==> src/hdl/nvm_page_map.vh <==
// Register map, field positions and timing counts of the page erase/write control
`ifndef NVM_PAGE_MAP_VH
`define NVM_PAGE_MAP_VH

// Register indices; byte address is four times the index
`define NVM_IDX_CACHE_BASE   10'h000
`define NVM_CACHE_BYTES      8
`define NVM_IDX_PAGE_SELECT  10'h088
`define NVM_IDX_COMMAND      10'h089
`define NVM_IDX_STATUS       10'h08B
`define NVM_IDX_LOCK_VIEW    10'h090

// Page select field
`define NVM_PAGE_MSB         3
// Command fields
`define NVM_CMD_PROGRAM      0
`define NVM_CMD_ERASE        1
`define NVM_CMD_ERASE_PROG   2
`define NVM_CMD_TIMING       3
// Status fields
`define NVM_ST_READ          0
`define NVM_ST_ERASE         1
`define NVM_ST_PROGRAM       2

// Reset values
`define NVM_PAGE_RESET       8'h00
`define NVM_CMD_RESET        8'h00

// Lock bit home inside the array
`define NVM_LOCK_PAGE        4'h8
`define NVM_LOCK_BYTE        3'h5
`define NVM_LOCK_BIT         0

// Timing
`define NVM_OP_TIME_MS       8
`define NVM_CLK_KHZ          40000
`define NVM_FIXED_CYC        (`NVM_OP_TIME_MS * `NVM_CLK_KHZ)

`endif

==> src/hdl/nvm_page_erase_write_control.v <==
// Page erase/write sequencer for a nonvolatile array with a Wishbone register file
//
// The Wishbone slave port was chosen for this implementation.
`timescale 1ns/1ps
`default_nettype none
`include "nvm_page_map.vh"

module nvm_page_erase_write_control #(
  parameter [18:0] FIXED_CYCLES   = `NVM_FIXED_CYC,
  parameter [18:0] VAR_MAX_CYCLES = `NVM_FIXED_CYC - 1
) (
  input  wire        clock,
  input  wire        rst_n,
  input  wire        wb_cyc_i,
  input  wire        wb_stb_i,
  input  wire        wb_we_i,
  input  wire [11:0] wb_adr_i,
  input  wire [3:0]  wb_sel_i,
  input  wire [31:0] wb_dat_i,
  output reg  [31:0] wb_dat_o,
  output reg         wb_ack_o,
  output reg  [3:0]  mem_page,
  output reg  [2:0]  mem_byte,
  output reg  [7:0]  mem_wdata,
  output reg         mem_load,
  output reg         mem_prog,
  output reg         mem_erase,
  output reg         mem_read,
  input  wire [7:0]  mem_rdata,
  input  wire        mem_ready
);

  localparam [2:0] ST_IDLE  = 3'd0;
  localparam [2:0] ST_ERASE = 3'd1;
  localparam [2:0] ST_LOAD  = 3'd2;
  localparam [2:0] ST_PROG  = 3'd3;
  localparam [2:0] ST_READ  = 3'd4;
  localparam [2:0] ST_CAP   = 3'd5;
  localparam [2:0] ST_TAKE  = 3'd6;

  reg  [7:0]  cache [0:`NVM_CACHE_BYTES-1];
  reg  [7:0]  page_select;
  reg  [7:0]  command;
  reg  [2:0]  status;
  reg         lock;
  reg  [2:0]  state;
  reg  [2:0]  next_state;
  reg  [18:0] tmr;
  reg  [2:0]  ld_idx;
  reg         then_prog;
  reg  [3:0]  op_page;
  reg  [31:0] next_dat;
  wire [9:0]  idx;
  wire        bus_req;
  wire        wr_en;
  wire        cmd_wr;
  wire        start_ok;
  wire        op_end;
  wire        is_cache;
  integer     i;

  assign idx      = wb_adr_i[11:2];
  assign bus_req  = wb_cyc_i & wb_stb_i & ~wb_ack_o;
  assign wr_en    = bus_req & wb_we_i & wb_sel_i[0];
  assign cmd_wr   = wr_en & (idx == `NVM_IDX_COMMAND);
  assign start_ok = cmd_wr & ~lock & (state == ST_IDLE);
  assign is_cache = (idx < `NVM_CACHE_BYTES);
  // Fixed mode runs the full time; variable ends on array ready, capped
  assign op_end   = command[`NVM_CMD_TIMING] ? (tmr == FIXED_CYCLES - 19'd1) :
                    (mem_ready | (tmr == VAR_MAX_CYCLES - 19'd1));

  // Sequencer next state
  always @* begin
    next_state = state;
    case (state)
      ST_IDLE: begin
        if (start_ok) begin
          if (wb_dat_i[`NVM_CMD_ERASE_PROG] | wb_dat_i[`NVM_CMD_ERASE])
            next_state = ST_ERASE;
          else if (wb_dat_i[`NVM_CMD_PROGRAM])
            next_state = ST_LOAD;
        end
      end
      ST_ERASE: begin
        if (op_end)
          next_state = then_prog ? ST_LOAD : ST_READ;
      end
      ST_LOAD: begin
        if (ld_idx == 3'd7)
          next_state = ST_PROG;
      end
      ST_PROG: begin
        if (op_end)
          next_state = ST_READ;
      end
      ST_READ: next_state = ST_CAP;
      // Array answers the read one cycle after the pulse
      ST_CAP:  next_state = ST_TAKE;
      ST_TAKE: next_state = ST_IDLE;
      default: next_state = ST_IDLE;
    endcase
  end

  // Sequencer state, timer and array drive
  always @(posedge clock) begin
    if (!rst_n) begin
      state     <= ST_READ;
      tmr       <= 19'd0;
      ld_idx    <= 3'd0;
      then_prog <= 1'b0;
      op_page   <= 4'h0;
      lock      <= 1'b1;
      status    <= 3'b000;
      mem_page  <= 4'h0;
      mem_byte  <= 3'd0;
      mem_wdata <= 8'h00;
      mem_load  <= 1'b0;
      mem_prog  <= 1'b0;
      mem_erase <= 1'b0;
      mem_read  <= 1'b0;
    end else begin
      state    <= next_state;
      mem_load <= 1'b0;
      mem_read <= 1'b0;
      tmr      <= (state == next_state) ? tmr + 19'd1 : 19'd0;
      if (start_ok) begin
        op_page   <= page_select[`NVM_PAGE_MSB:0];
        then_prog <= wb_dat_i[`NVM_CMD_ERASE_PROG];
      end
      case (next_state)
        ST_ERASE: begin
          mem_page  <= (state == ST_IDLE) ? page_select[`NVM_PAGE_MSB:0] : op_page;
          mem_erase <= 1'b1;
          mem_prog  <= 1'b0;
          status    <= 3'b010;
        end
        ST_LOAD: begin
          if (state == ST_IDLE)
            mem_page <= page_select[`NVM_PAGE_MSB:0];
          mem_erase <= 1'b0;
          mem_load  <= 1'b1;
          mem_byte  <= (state == ST_LOAD) ? ld_idx + 3'd1 : 3'd0;
          mem_wdata <= cache[(state == ST_LOAD) ? ld_idx + 3'd1 : 3'd0];
          ld_idx    <= (state == ST_LOAD) ? ld_idx + 3'd1 : 3'd0;
          status    <= 3'b100;
        end
        ST_PROG: begin
          mem_prog <= 1'b1;
          status   <= 3'b100;
        end
        ST_READ: begin
          mem_erase <= 1'b0;
          mem_prog  <= 1'b0;
          status    <= 3'b001;
        end
        ST_CAP: begin
          // Refetch the lock byte from its home in the array
          mem_page <= `NVM_LOCK_PAGE;
          mem_byte <= `NVM_LOCK_BYTE;
          mem_read <= 1'b1;
          status   <= 3'b001;
        end
        ST_TAKE: begin
          status   <= 3'b001;
        end
        default: begin
          mem_erase <= 1'b0;
          mem_prog  <= 1'b0;
          status    <= 3'b000;
        end
      endcase
      if (state == ST_TAKE)
        lock <= mem_rdata[`NVM_LOCK_BIT];
    end
  end

  // Register writes
  always @(posedge clock) begin
    if (!rst_n) begin
      page_select <= `NVM_PAGE_RESET;
      command     <= `NVM_CMD_RESET;
      for (i = 0; i < `NVM_CACHE_BYTES; i = i + 1)
        cache[i] <= 8'h00;
    end else begin
      if (wr_en & (idx == `NVM_IDX_PAGE_SELECT))
        page_select <= wb_dat_i[7:0];
      // Self-clear at op end even if a command write lands that cycle
      if ((state != ST_IDLE) & (next_state == ST_READ))
        command[2:0] <= 3'b000;
      if (cmd_wr) begin
        command[`NVM_CMD_TIMING] <= wb_dat_i[`NVM_CMD_TIMING];
        command[7:4]             <= wb_dat_i[7:4];
        if (start_ok)
          command[2:0] <= wb_dat_i[2:0];
      end
      if (wr_en & is_cache)
        cache[idx[2:0]] <= wb_dat_i[7:0];
    end
  end

  // Read data mux
  always @* begin
    next_dat = 32'h0000_0000;
    if (is_cache)
      next_dat[7:0] = cache[idx[2:0]];
    else if (idx == `NVM_IDX_PAGE_SELECT)
      next_dat[7:0] = page_select;
    else if (idx == `NVM_IDX_COMMAND)
      next_dat[7:0] = command;
    else if (idx == `NVM_IDX_STATUS)
      next_dat[2:0] = status;
    else if (idx == `NVM_IDX_LOCK_VIEW)
      next_dat[0] = lock;
  end

  // Wishbone answer one cycle after the request
  always @(posedge clock) begin
    if (!rst_n) begin
      wb_ack_o <= 1'b0;
      wb_dat_o <= 32'h0000_0000;
    end else begin
      wb_ack_o <= bus_req;
      wb_dat_o <= bus_req ? next_dat : 32'h0000_0000;
    end
  end

endmodule // nvm_page_erase_write_control
`default_nettype wire

==> config.mk <==
export PLATFORM = sky130hd
export DESIGN_NAME = nvm_page_erase_write_control
export DESIGN_NICKNAME = d
export VERILOG_FILES = /design/src/hdl/nvm_page_erase_write_control.v
export VERILOG_INCLUDE_DIRS = /design/src /design/src/hdl
export SDC_FILE = /design/constraint.sdc
export NUM_CORES = 1
export LEC_CHECK = 0
export ABC_AREA = 0
export ABC_CLOCK_PERIOD_IN_PS = 7100
export BUFFER_PORTS_ARGS = -buffer_cell sky130_fd_sc_hd__buf_4
export CORE_UTILIZATION = 40
export DETAILED_ROUTE_END_ITERATION = 10
export GPL_TIMING_DRIVEN = 0
export HOLD_SLACK_MARGIN = 0.05
export SYNTH_ARGS = -nofsm -noshare
export SYNTH_HDL_FRONTEND = slang
export SYNTH_SLANG_ARGS = --single-unit
==> constraint.sdc <==
create_clock -name clock -period 7.1 [get_ports clock]
set_input_delay 0.355 -clock clock [delete_from_list [all_inputs] [get_ports clock]]
set_output_delay 0.355 -clock clock [all_outputs]
set_load 0.005 [all_outputs]
==> run_results.csv, run 1 <==
group,metric,value,unit
floorplan,dieArea,18400,um2
clock_network,cts_setup_buffers,0,
timing,final.setup.worst_slack,3.84,ns
timing,setup_total_negative_slack,0,ns
worst_setup_path,crit_path_start_kind,"input pin",
power_and_ir_drop,seq_power_share,46.1,%
timing,relSlewSlack,16.7,%
clock_network,cts_hold_buf,0,
timing,grt_setup_unrepaired,"no",
synthesis,ys.flop_type,"dfxtp_1",
placed_design,place.gp.congestion,0.940,
timing,min_period_over_period,45.9,%
cells_and_area,drive_above_1_share,18.1,%
synthesis,synth_seq_cells,142,
worst_setup_path,cp_cell_sequence,"buf_4, or4_4, nor4_1, nand2_1, or3_1, clkbuf_1, o21ai_0",
detailed_routing,top_layer,"met4",
detailed_routing,viasPerCell,5.39,
worst_setup_path,critPathKind,"input pin to register",
power_and_ir_drop,power_density,237,nW/um2
timing,min_period,3.26,ns
worst_setup_path,cpLargestDelayFamily,"simple AND/OR/NAND/NOR gates",
placed_design,portBuffers,51,
worst_setup_path,cpPeakStageDelay,1.00,ns
run,drv_cap,0,
detailed_routing,post-route-drc-count,0,
synthesis,synthMuxAreaShare,10.1,%
floorplan,start_util,41.1,%
cells_and_area,final_common_cell,"dfxtp_1",
global_route,track_usage,22.2,%
worst_setup_path,cp-end-kind,"register",
floorplan,core_area,17400,um2
power_and_ir_drop,sw_frac_of_total,26.1,%
clock_network,clock-sinks,142,
synthesis,synth_area,7160,um2
detailed_routing,drtPass1Iterations,5,
worst_setup_path,cp_slowest_cell,"o21ai_0",
power_and_ir_drop,pwr-share-comb,13.8,%
detailed_routing,wl_met3,964,um
timing,skew,0.00917,ns
synthesis,async_flop_share,0,%
power_and_ir_drop,switchingPower,0.000521,W
timing,setup_violations,0,
synthesis,synth.avg_cell_area,10.4,um2
power_and_ir_drop,ir_drop,0.167,mV
global_route,overflow,0,
detailed_routing,ant_nets,0,
detailed_routing,routed-wl-met2,9280,um
clock_network,cts_resized,0,
clock_network,htreeDepth,4,
timing,hold_slack,0.246,ns
synthesis,synth_adder_area_share,0.699,%
power_and_ir_drop,power.clock.fraction,40.0,%
cells_and_area,mostFrequentLayoutCells,"78 x dfxtp_1, 77 x buf_4, 70 x and2_1",
power_and_ir_drop,internal_power,0.00148,W
clock_network,path_clk_slew,0.06,ns
synthesis,synth-edff-count,64,
run_status,status,"finished, final reports clean",
worst_setup_path,path_buf_inv,2,
cells_and_area,fin_nets,847,
clock_network,cts_made_buffers,17,
cells_and_area,area_growth,17.9,%
synthesis,yosysSeqAreaShare,48.7,%
synthesis,yosys_warnings,0,
clock_network,clk_latency,0.42,ns
synthesis,yosysUniqueCellTypes,68,
clock_network,tritoncts,"done",
detailed_routing,drt_iter0_markers,359,
synthesis,synth_compound_area_share,11.1,%
timing,slew_viol_final,0,
timing,hold_viol,0,
floorplan,io_pins,114,
worst_hold_path,min_path_type,"input pin to register",
timing,fmax,307,MHz
synthesis,synthXorXnorAreaFrac,2.08,%
cells_and_area,antenna_cells,0,
detailed_routing,wirelength,18900,um
floorplan,row_count,48,
synthesis,synth_simple_gate_area_share,21.8,%
global_route,grt_pass1_vias,5500,
synthesis,syn_inst,688,
synthesis,synth_top_family_by_area,"simple AND/OR/NAND/NOR gates",
worst_setup_path,arrival,3.30,ns
detailed_routing,num_vias,5493,
power_and_ir_drop,power_leakage,3.24,nW
timing,tightest_slew,1.24,ns
worst_setup_path,crit_path_max_fanout,8,
global_route,antenna_found_initial,0,
global_route,grt_pass1_wl,29800,um
placed_design,pre_cts_ws,3.45,ns
detailed_routing,wl_met1,8130,um
worst_setup_path,worstPathRequired,7.13,ns
clock_network,cts.path.max_buffers,2,
placed_design,dpl.hpwl,14600,um
global_route,grt_max_degree,17,
detailed_routing,wl_per_cell,18.5,um
floorplan,die_w,136,um
floorplan,die_y,136,um
clock_network,root_buffer,"clkbuf_16",
[synth_stat cells (18+ instances only)]
| master | instances | share of area (%) |
|---|---|---|
| nand2_1 | 61 | 3.2 |
| nor2_1 | 53 | 2.8 |
| and2_1 | 70 | 6.1 |
| edfxtp_1 | 64 | 27 |
| nor2b_1 | 27 | 2.4 |
| a21oi_1 | 21 | 1.5 |
| dfxtp_1 | 78 | 22 |
| clkbuf_1 | 31 | 1.6 |
| buf_4 | 26 | 2.7 |
| nand3_1 | 27 | 1.9 |
| o21ai_0 | 18 | 1.3 |
| mux2i_1 | 35 | 4.9 |
[power groups by stage]
stage	Combinational (W)	Sequential, W	Clock (W)
floorplan	0.000176	0.000932	0
global placement	0.000274	0.000938	0
detailed placement	0.000277	0.000939	0
CTS	0.000278	0.000922	0.000813
global route	0.000308	0.000926	0.000851
finish	0.000277	0.000922	0.000800
[logic make-up (layout without fill, tap and decap cells)]
kind of cell / after synthesis / after routing
AND/OR/NAND/NOR: 290 / 290
flip-flops: 142 / 142
AO/OA/AOI/OAI: 107 / 107
buffers and inverters: 73 / 156
multiplexers: 54 / 54
XOR/XNOR: 17 / 17
adder cells (fa/ha/maj): 4 / 4
other: 1 / 24
[state kept, by name, summed over array words and instances (netlist names)]
| signal | cells |
|---|---|
| mem_byte | 3 |
| lock | 1 |
| wb_dat_o | 8 |
| state | 3 |
| page_select | 8 |
| wb_ack_o | 1 |
| cache | 64 |
| mem_erase | 1 |
| status | 3 |
| op_page | 4 |
| tmr | 19 |
| mem_prog | 1 |
| mem_wdata | 8 |
| mem_load | 1 |
| ld_idx | 3 |
| command | 8 |
| mem_page | 4 |
| then_prog | 1 |
| mem_read | 1 |
[routing by layer]
layer / vias up / GRT usage (%)
met2: 172 / 37.3
li1: 2607 / -
met1: 2679 / 27.2
met4: 0 / 8.36
met3: 35 / 5.46
met5: - / 0
[final cells by class]
| cell class | count | area [um2] |
|---|---|---|
| flip-flops and latches | 142 | 3480 |
| inverters | 7 | 26.3 |
| plain buffers | 66 | 373 |
| clock buffers | 21 | 462 |
| multi-input cells | 496 | 3360 |
| clock inverters | 11 | 68.8 |
| fillers | 1674 | 8980 |
| well taps | 225 | 282 |
| repair buffers | 51 | 383 |
[per-stage QoR]
step           util (%)  power, W  cells  cell area, um2
2_1_floorplan         -   0.00111    711            7250
3_3_place_gp       45.4   0.00121    987            7910
3_5_place_dp       45.4   0.00122    987            7910
4_1_cts            48.5   0.00201   1019            8440
5_1_grt            48.5   0.00209   1019            8440
6_report           48.5   0.00200   1019            8440
[worst register-to-register path, delay by kind of cell, from the launching register on]
| family | cells | cell delay (ns) |
|---|---|---|
| AND/OR/NAND/NOR | 3 | 1.27 |
| buffers and inverters | 2 | 0.83 |
| AO/OA/AOI/OAI | 4 | 0.74 |
| flip-flops | 1 | 0.30 |
[worst paths after layout]
check                from           end  slack, ns  depth (start not counted)
max reg2reg      state[1]  mem_wdata[6]       3.92                          9
max           wb_adr_i[7]   cache[4][5]       3.84                          7
min reg2reg    command[2]    command[2]       0.47                          2
min          mem_rdata[0]          lock       0.25                          3
Note: power is estimated with default switching activity, not from simulation.
==> inputs of run 2 (changes only) <==
--- a/config.mk
+++ b/config.mk
@@ -7,7 +7,7 @@
 export NUM_CORES = 1
 export LEC_CHECK = 0
 export ABC_AREA = 0
-export ABC_CLOCK_PERIOD_IN_PS = 7100
+export ABC_CLOCK_PERIOD_IN_PS = 2600
 export BUFFER_PORTS_ARGS = -buffer_cell sky130_fd_sc_hd__buf_4
 export CORE_UTILIZATION = 40
 export DETAILED_ROUTE_END_ITERATION = 10
==> constraint.sdc (replaced) <==
create_clock -name clock -period 2.6 [get_ports clock]
set_input_delay 0.13 -clock clock [delete_from_list [all_inputs] [get_ports clock]]
set_output_delay 0.13 -clock clock [all_outputs]
set_load 0.005 [all_outputs]
==> run_results.csv, run 2 (synthesis gave the netlist of run 1 again) <==
group,metric,value,unit
worst_setup_path,crit_top_cell,"buf_6",
cells_and_area,fin_nets,859,
detailed_routing,post-route-drc-count,0,
clock_network,path_clk_slew,0.06,ns
power_and_ir_drop,power_density,667,nW/um2
worst_setup_path,crit_path_max_fanout,6,
run_status,violations,"setup timing",
worst_setup_path,critPathKind,"register to register",
worst_setup_path,cp_cell_sequence,"or4b_4, nor4_4, a211oi_2, or4_4, a211oi_4, buf_6, buf_6, nand2_2, o211a_1",
timing,slew_viol_final,0,
cells_and_area,top_register,"cache",
run,drv_cap,0,
floorplan,die_y,136,um
cells_and_area,fill_cells,1594,
worst_setup_path,cp_slowest_cell,"or4b_4",
cells_and_area,fin_util,50.3,%
power_and_ir_drop,power.clock.fraction,42.3,%
detailed_routing,wl_per_cell,19.4,um
floorplan,start_util,41.1,%
placed_design,dpl.hpwl,14800,um
clock_network,tritoncts,"done",
timing,final.setup.worst_slack,-0.0608,ns
detailed_routing,ant_nets,0,
global_route,antenna_found_initial,0,
power_and_ir_drop,sw_frac_of_total,25.6,%
worst_setup_path,r2r_setup_slack,-0.06,ns
clock_network,htreeDepth,4,
power_and_ir_drop,ir_drop,0.416,mV
timing,grt_setup_unrepaired,"yes",
clock_network,clock-sinks,142,
global_route,grt_pass1_wl,30800,um
detailed_routing,drt_iter0_markers,472,
floorplan,io_pins,114,
worst_setup_path,startpoint,"tmr[10]",
placed_design,portBuffers,51,
power_and_ir_drop,internal_power,0.00434,W
worst_setup_path,cp-end-kind,"register",
detailed_routing,drtPass1Iterations,6,
timing,setup_total_negative_slack,-0.535,ns
timing,min_period,2.66,ns
worst_setup_path,regToRegEndpoint,"mem_wdata[7]",
worst_setup_path,worstPathRequired,2.92,ns
worst_setup_path,crit_end,"mem_wdata[7]",
worst_hold_path,min_from,"wb_dat_i[4]",
detailed_routing,wirelength,20000,um
floorplan,die_w,136,um
global_route,overflow,0,
clock_network,root_buffer,"clkbuf_16",
placed_design,place.gp.congestion,0.913,
global_route,track_usage,22.9,%
worst_setup_path,rr_worst_depth,9,
cells_and_area,multiInputGateArea,3480,um2
timing,tightest_slew,0.785,ns
floorplan,dieArea,18400,um2
worst_setup_path,arrival,2.98,ns
timing,relSlewSlack,47.7,%
worst_setup_path,timing.rr.start,"tmr[10]",
worst_setup_path,cpPeakStageDelay,0.55,ns
timing,fmax,376,MHz
timing,min_period_over_period,102,%
detailed_routing,num_vias,5604,
power_and_ir_drop,switchingPower,0.00150,W
clock_network,cts.path.max_buffers,2,
cells_and_area,antenna_cells,0,
timing,hold_viol,0,
power_and_ir_drop,pwr-share-comb,14.4,%
power_and_ir_drop,seq_power_share,43.3,%
cells_and_area,regArea,3490,um2
global_route,grt_pass1_vias,5582,
worst_hold_path,min_path_type,"input pin to register",
clock_network,cts_made_buffers,17,
clock_network,clk_latency,0.43,ns
timing,setup_violations,18,
power_and_ir_drop,p_total,0.00584,W
timing,skew,0.00718,ns
cells_and_area,area_growth,22.3,%
detailed_routing,viasPerCell,5.44,
floorplan,row_count,48,
cells_and_area,top_regs,"cache (64), tmr (19)",
cells_and_area,drive_above_1_share,23.4,%
cells_and_area,final_common_cell,"buf_4",
global_route,grt_max_degree,17,
worst_setup_path,crit_path_start_kind,"register",
cells_and_area,mostFrequentLayoutCells,"82 x buf_4, 75 x dfxtp_1, 70 x and2_1",
run_status,status,"finished, violations left",
power_and_ir_drop,power_leakage,3.38,nW
cells_and_area,largest_reg_flops,64,
floorplan,core_area,17400,um2
-- run 2: power groups by stage --
stage | clock (W) | sequential, W | combinational [W]
finish | 0.00247 | 0.00253 | 0.000839
global route | 0.00260 | 0.00254 | 0.000915
CTS | 0.00250 | 0.00252 | 0.000817
detailed placement | 0 | 0.00257 | 0.000755
global placement | 0 | 0.00256 | 0.000753
floorplan | 0 | 0.00254 | 0.000481
-- run 2: critical path, delay by kind of cell (launching register included) --
family          cells  cell delay, ns
flops               1            0.34
simple gates        4            1.29
compound gates      3            0.61
buf+inv             2            0.32
-- run 2: worst min-delay path by stage --
stage / to / slack (ns) / cells past startpoint
after global placement: lock / 0.45 / 3
after global routing: cache[4][4] / 0.08 / 2
final: command[4] / 0.07 / 3
after CTS: command[4] / 0.07 / 3
after floorplan: command[3] / 0.30 / 2
after detailed placement: lock / 0.45 / 3
-- run 2: layer usage --
layer,vias up,share of wire (%),global-route usage (%)
li1,2638,-,-
met1,2730,42,27.7
met2,196,50,39.1
met3,40,6.3,5.91
met4,0,2.4,8.43
met5,-,0,0
-- run 2: through the flow --
step                      cell area, um2  std cells  hold slack (ns)  setup slack (ns)
after floorplan                     7250        711            0.296           -0.0909
after CTS                           8690       1031           0.0724            -0.120
after detailed placement            7910        987            0.447            -0.807
after global routing                8760       1031           0.0836            -0.152
after global placement              7910        987            0.451            -0.745
final                               8760       1031           0.0712           -0.0608
-- run 2: cell type report --
cell class                      instances  area share (%)
Buffer                                 65            4.36
Clock buffer                           20            5.10
Clock inverter                         12            1.64
Inverter                                7           0.300
Multi-Input combinational cell        496            39.8
Sequential cell                       142            39.8
Tap cell                              225            3.21
Timing Repair Buffer                   64            5.77
-- run 2: repair_timing --
| item | 4_1_cts | 5_1_grt |
|---|---|---|
| hold buffers | 1 | 0 |
| buffers inserted | 8 | 0 |
| gates cloned | 3 | 1 |
| pin swaps | 13 | 7 |
| setup endpoints to repair | 102 | 53 |
| endpoints found under the hold margin | 1 | 0 |
| resized for setup | 41 | 25 |
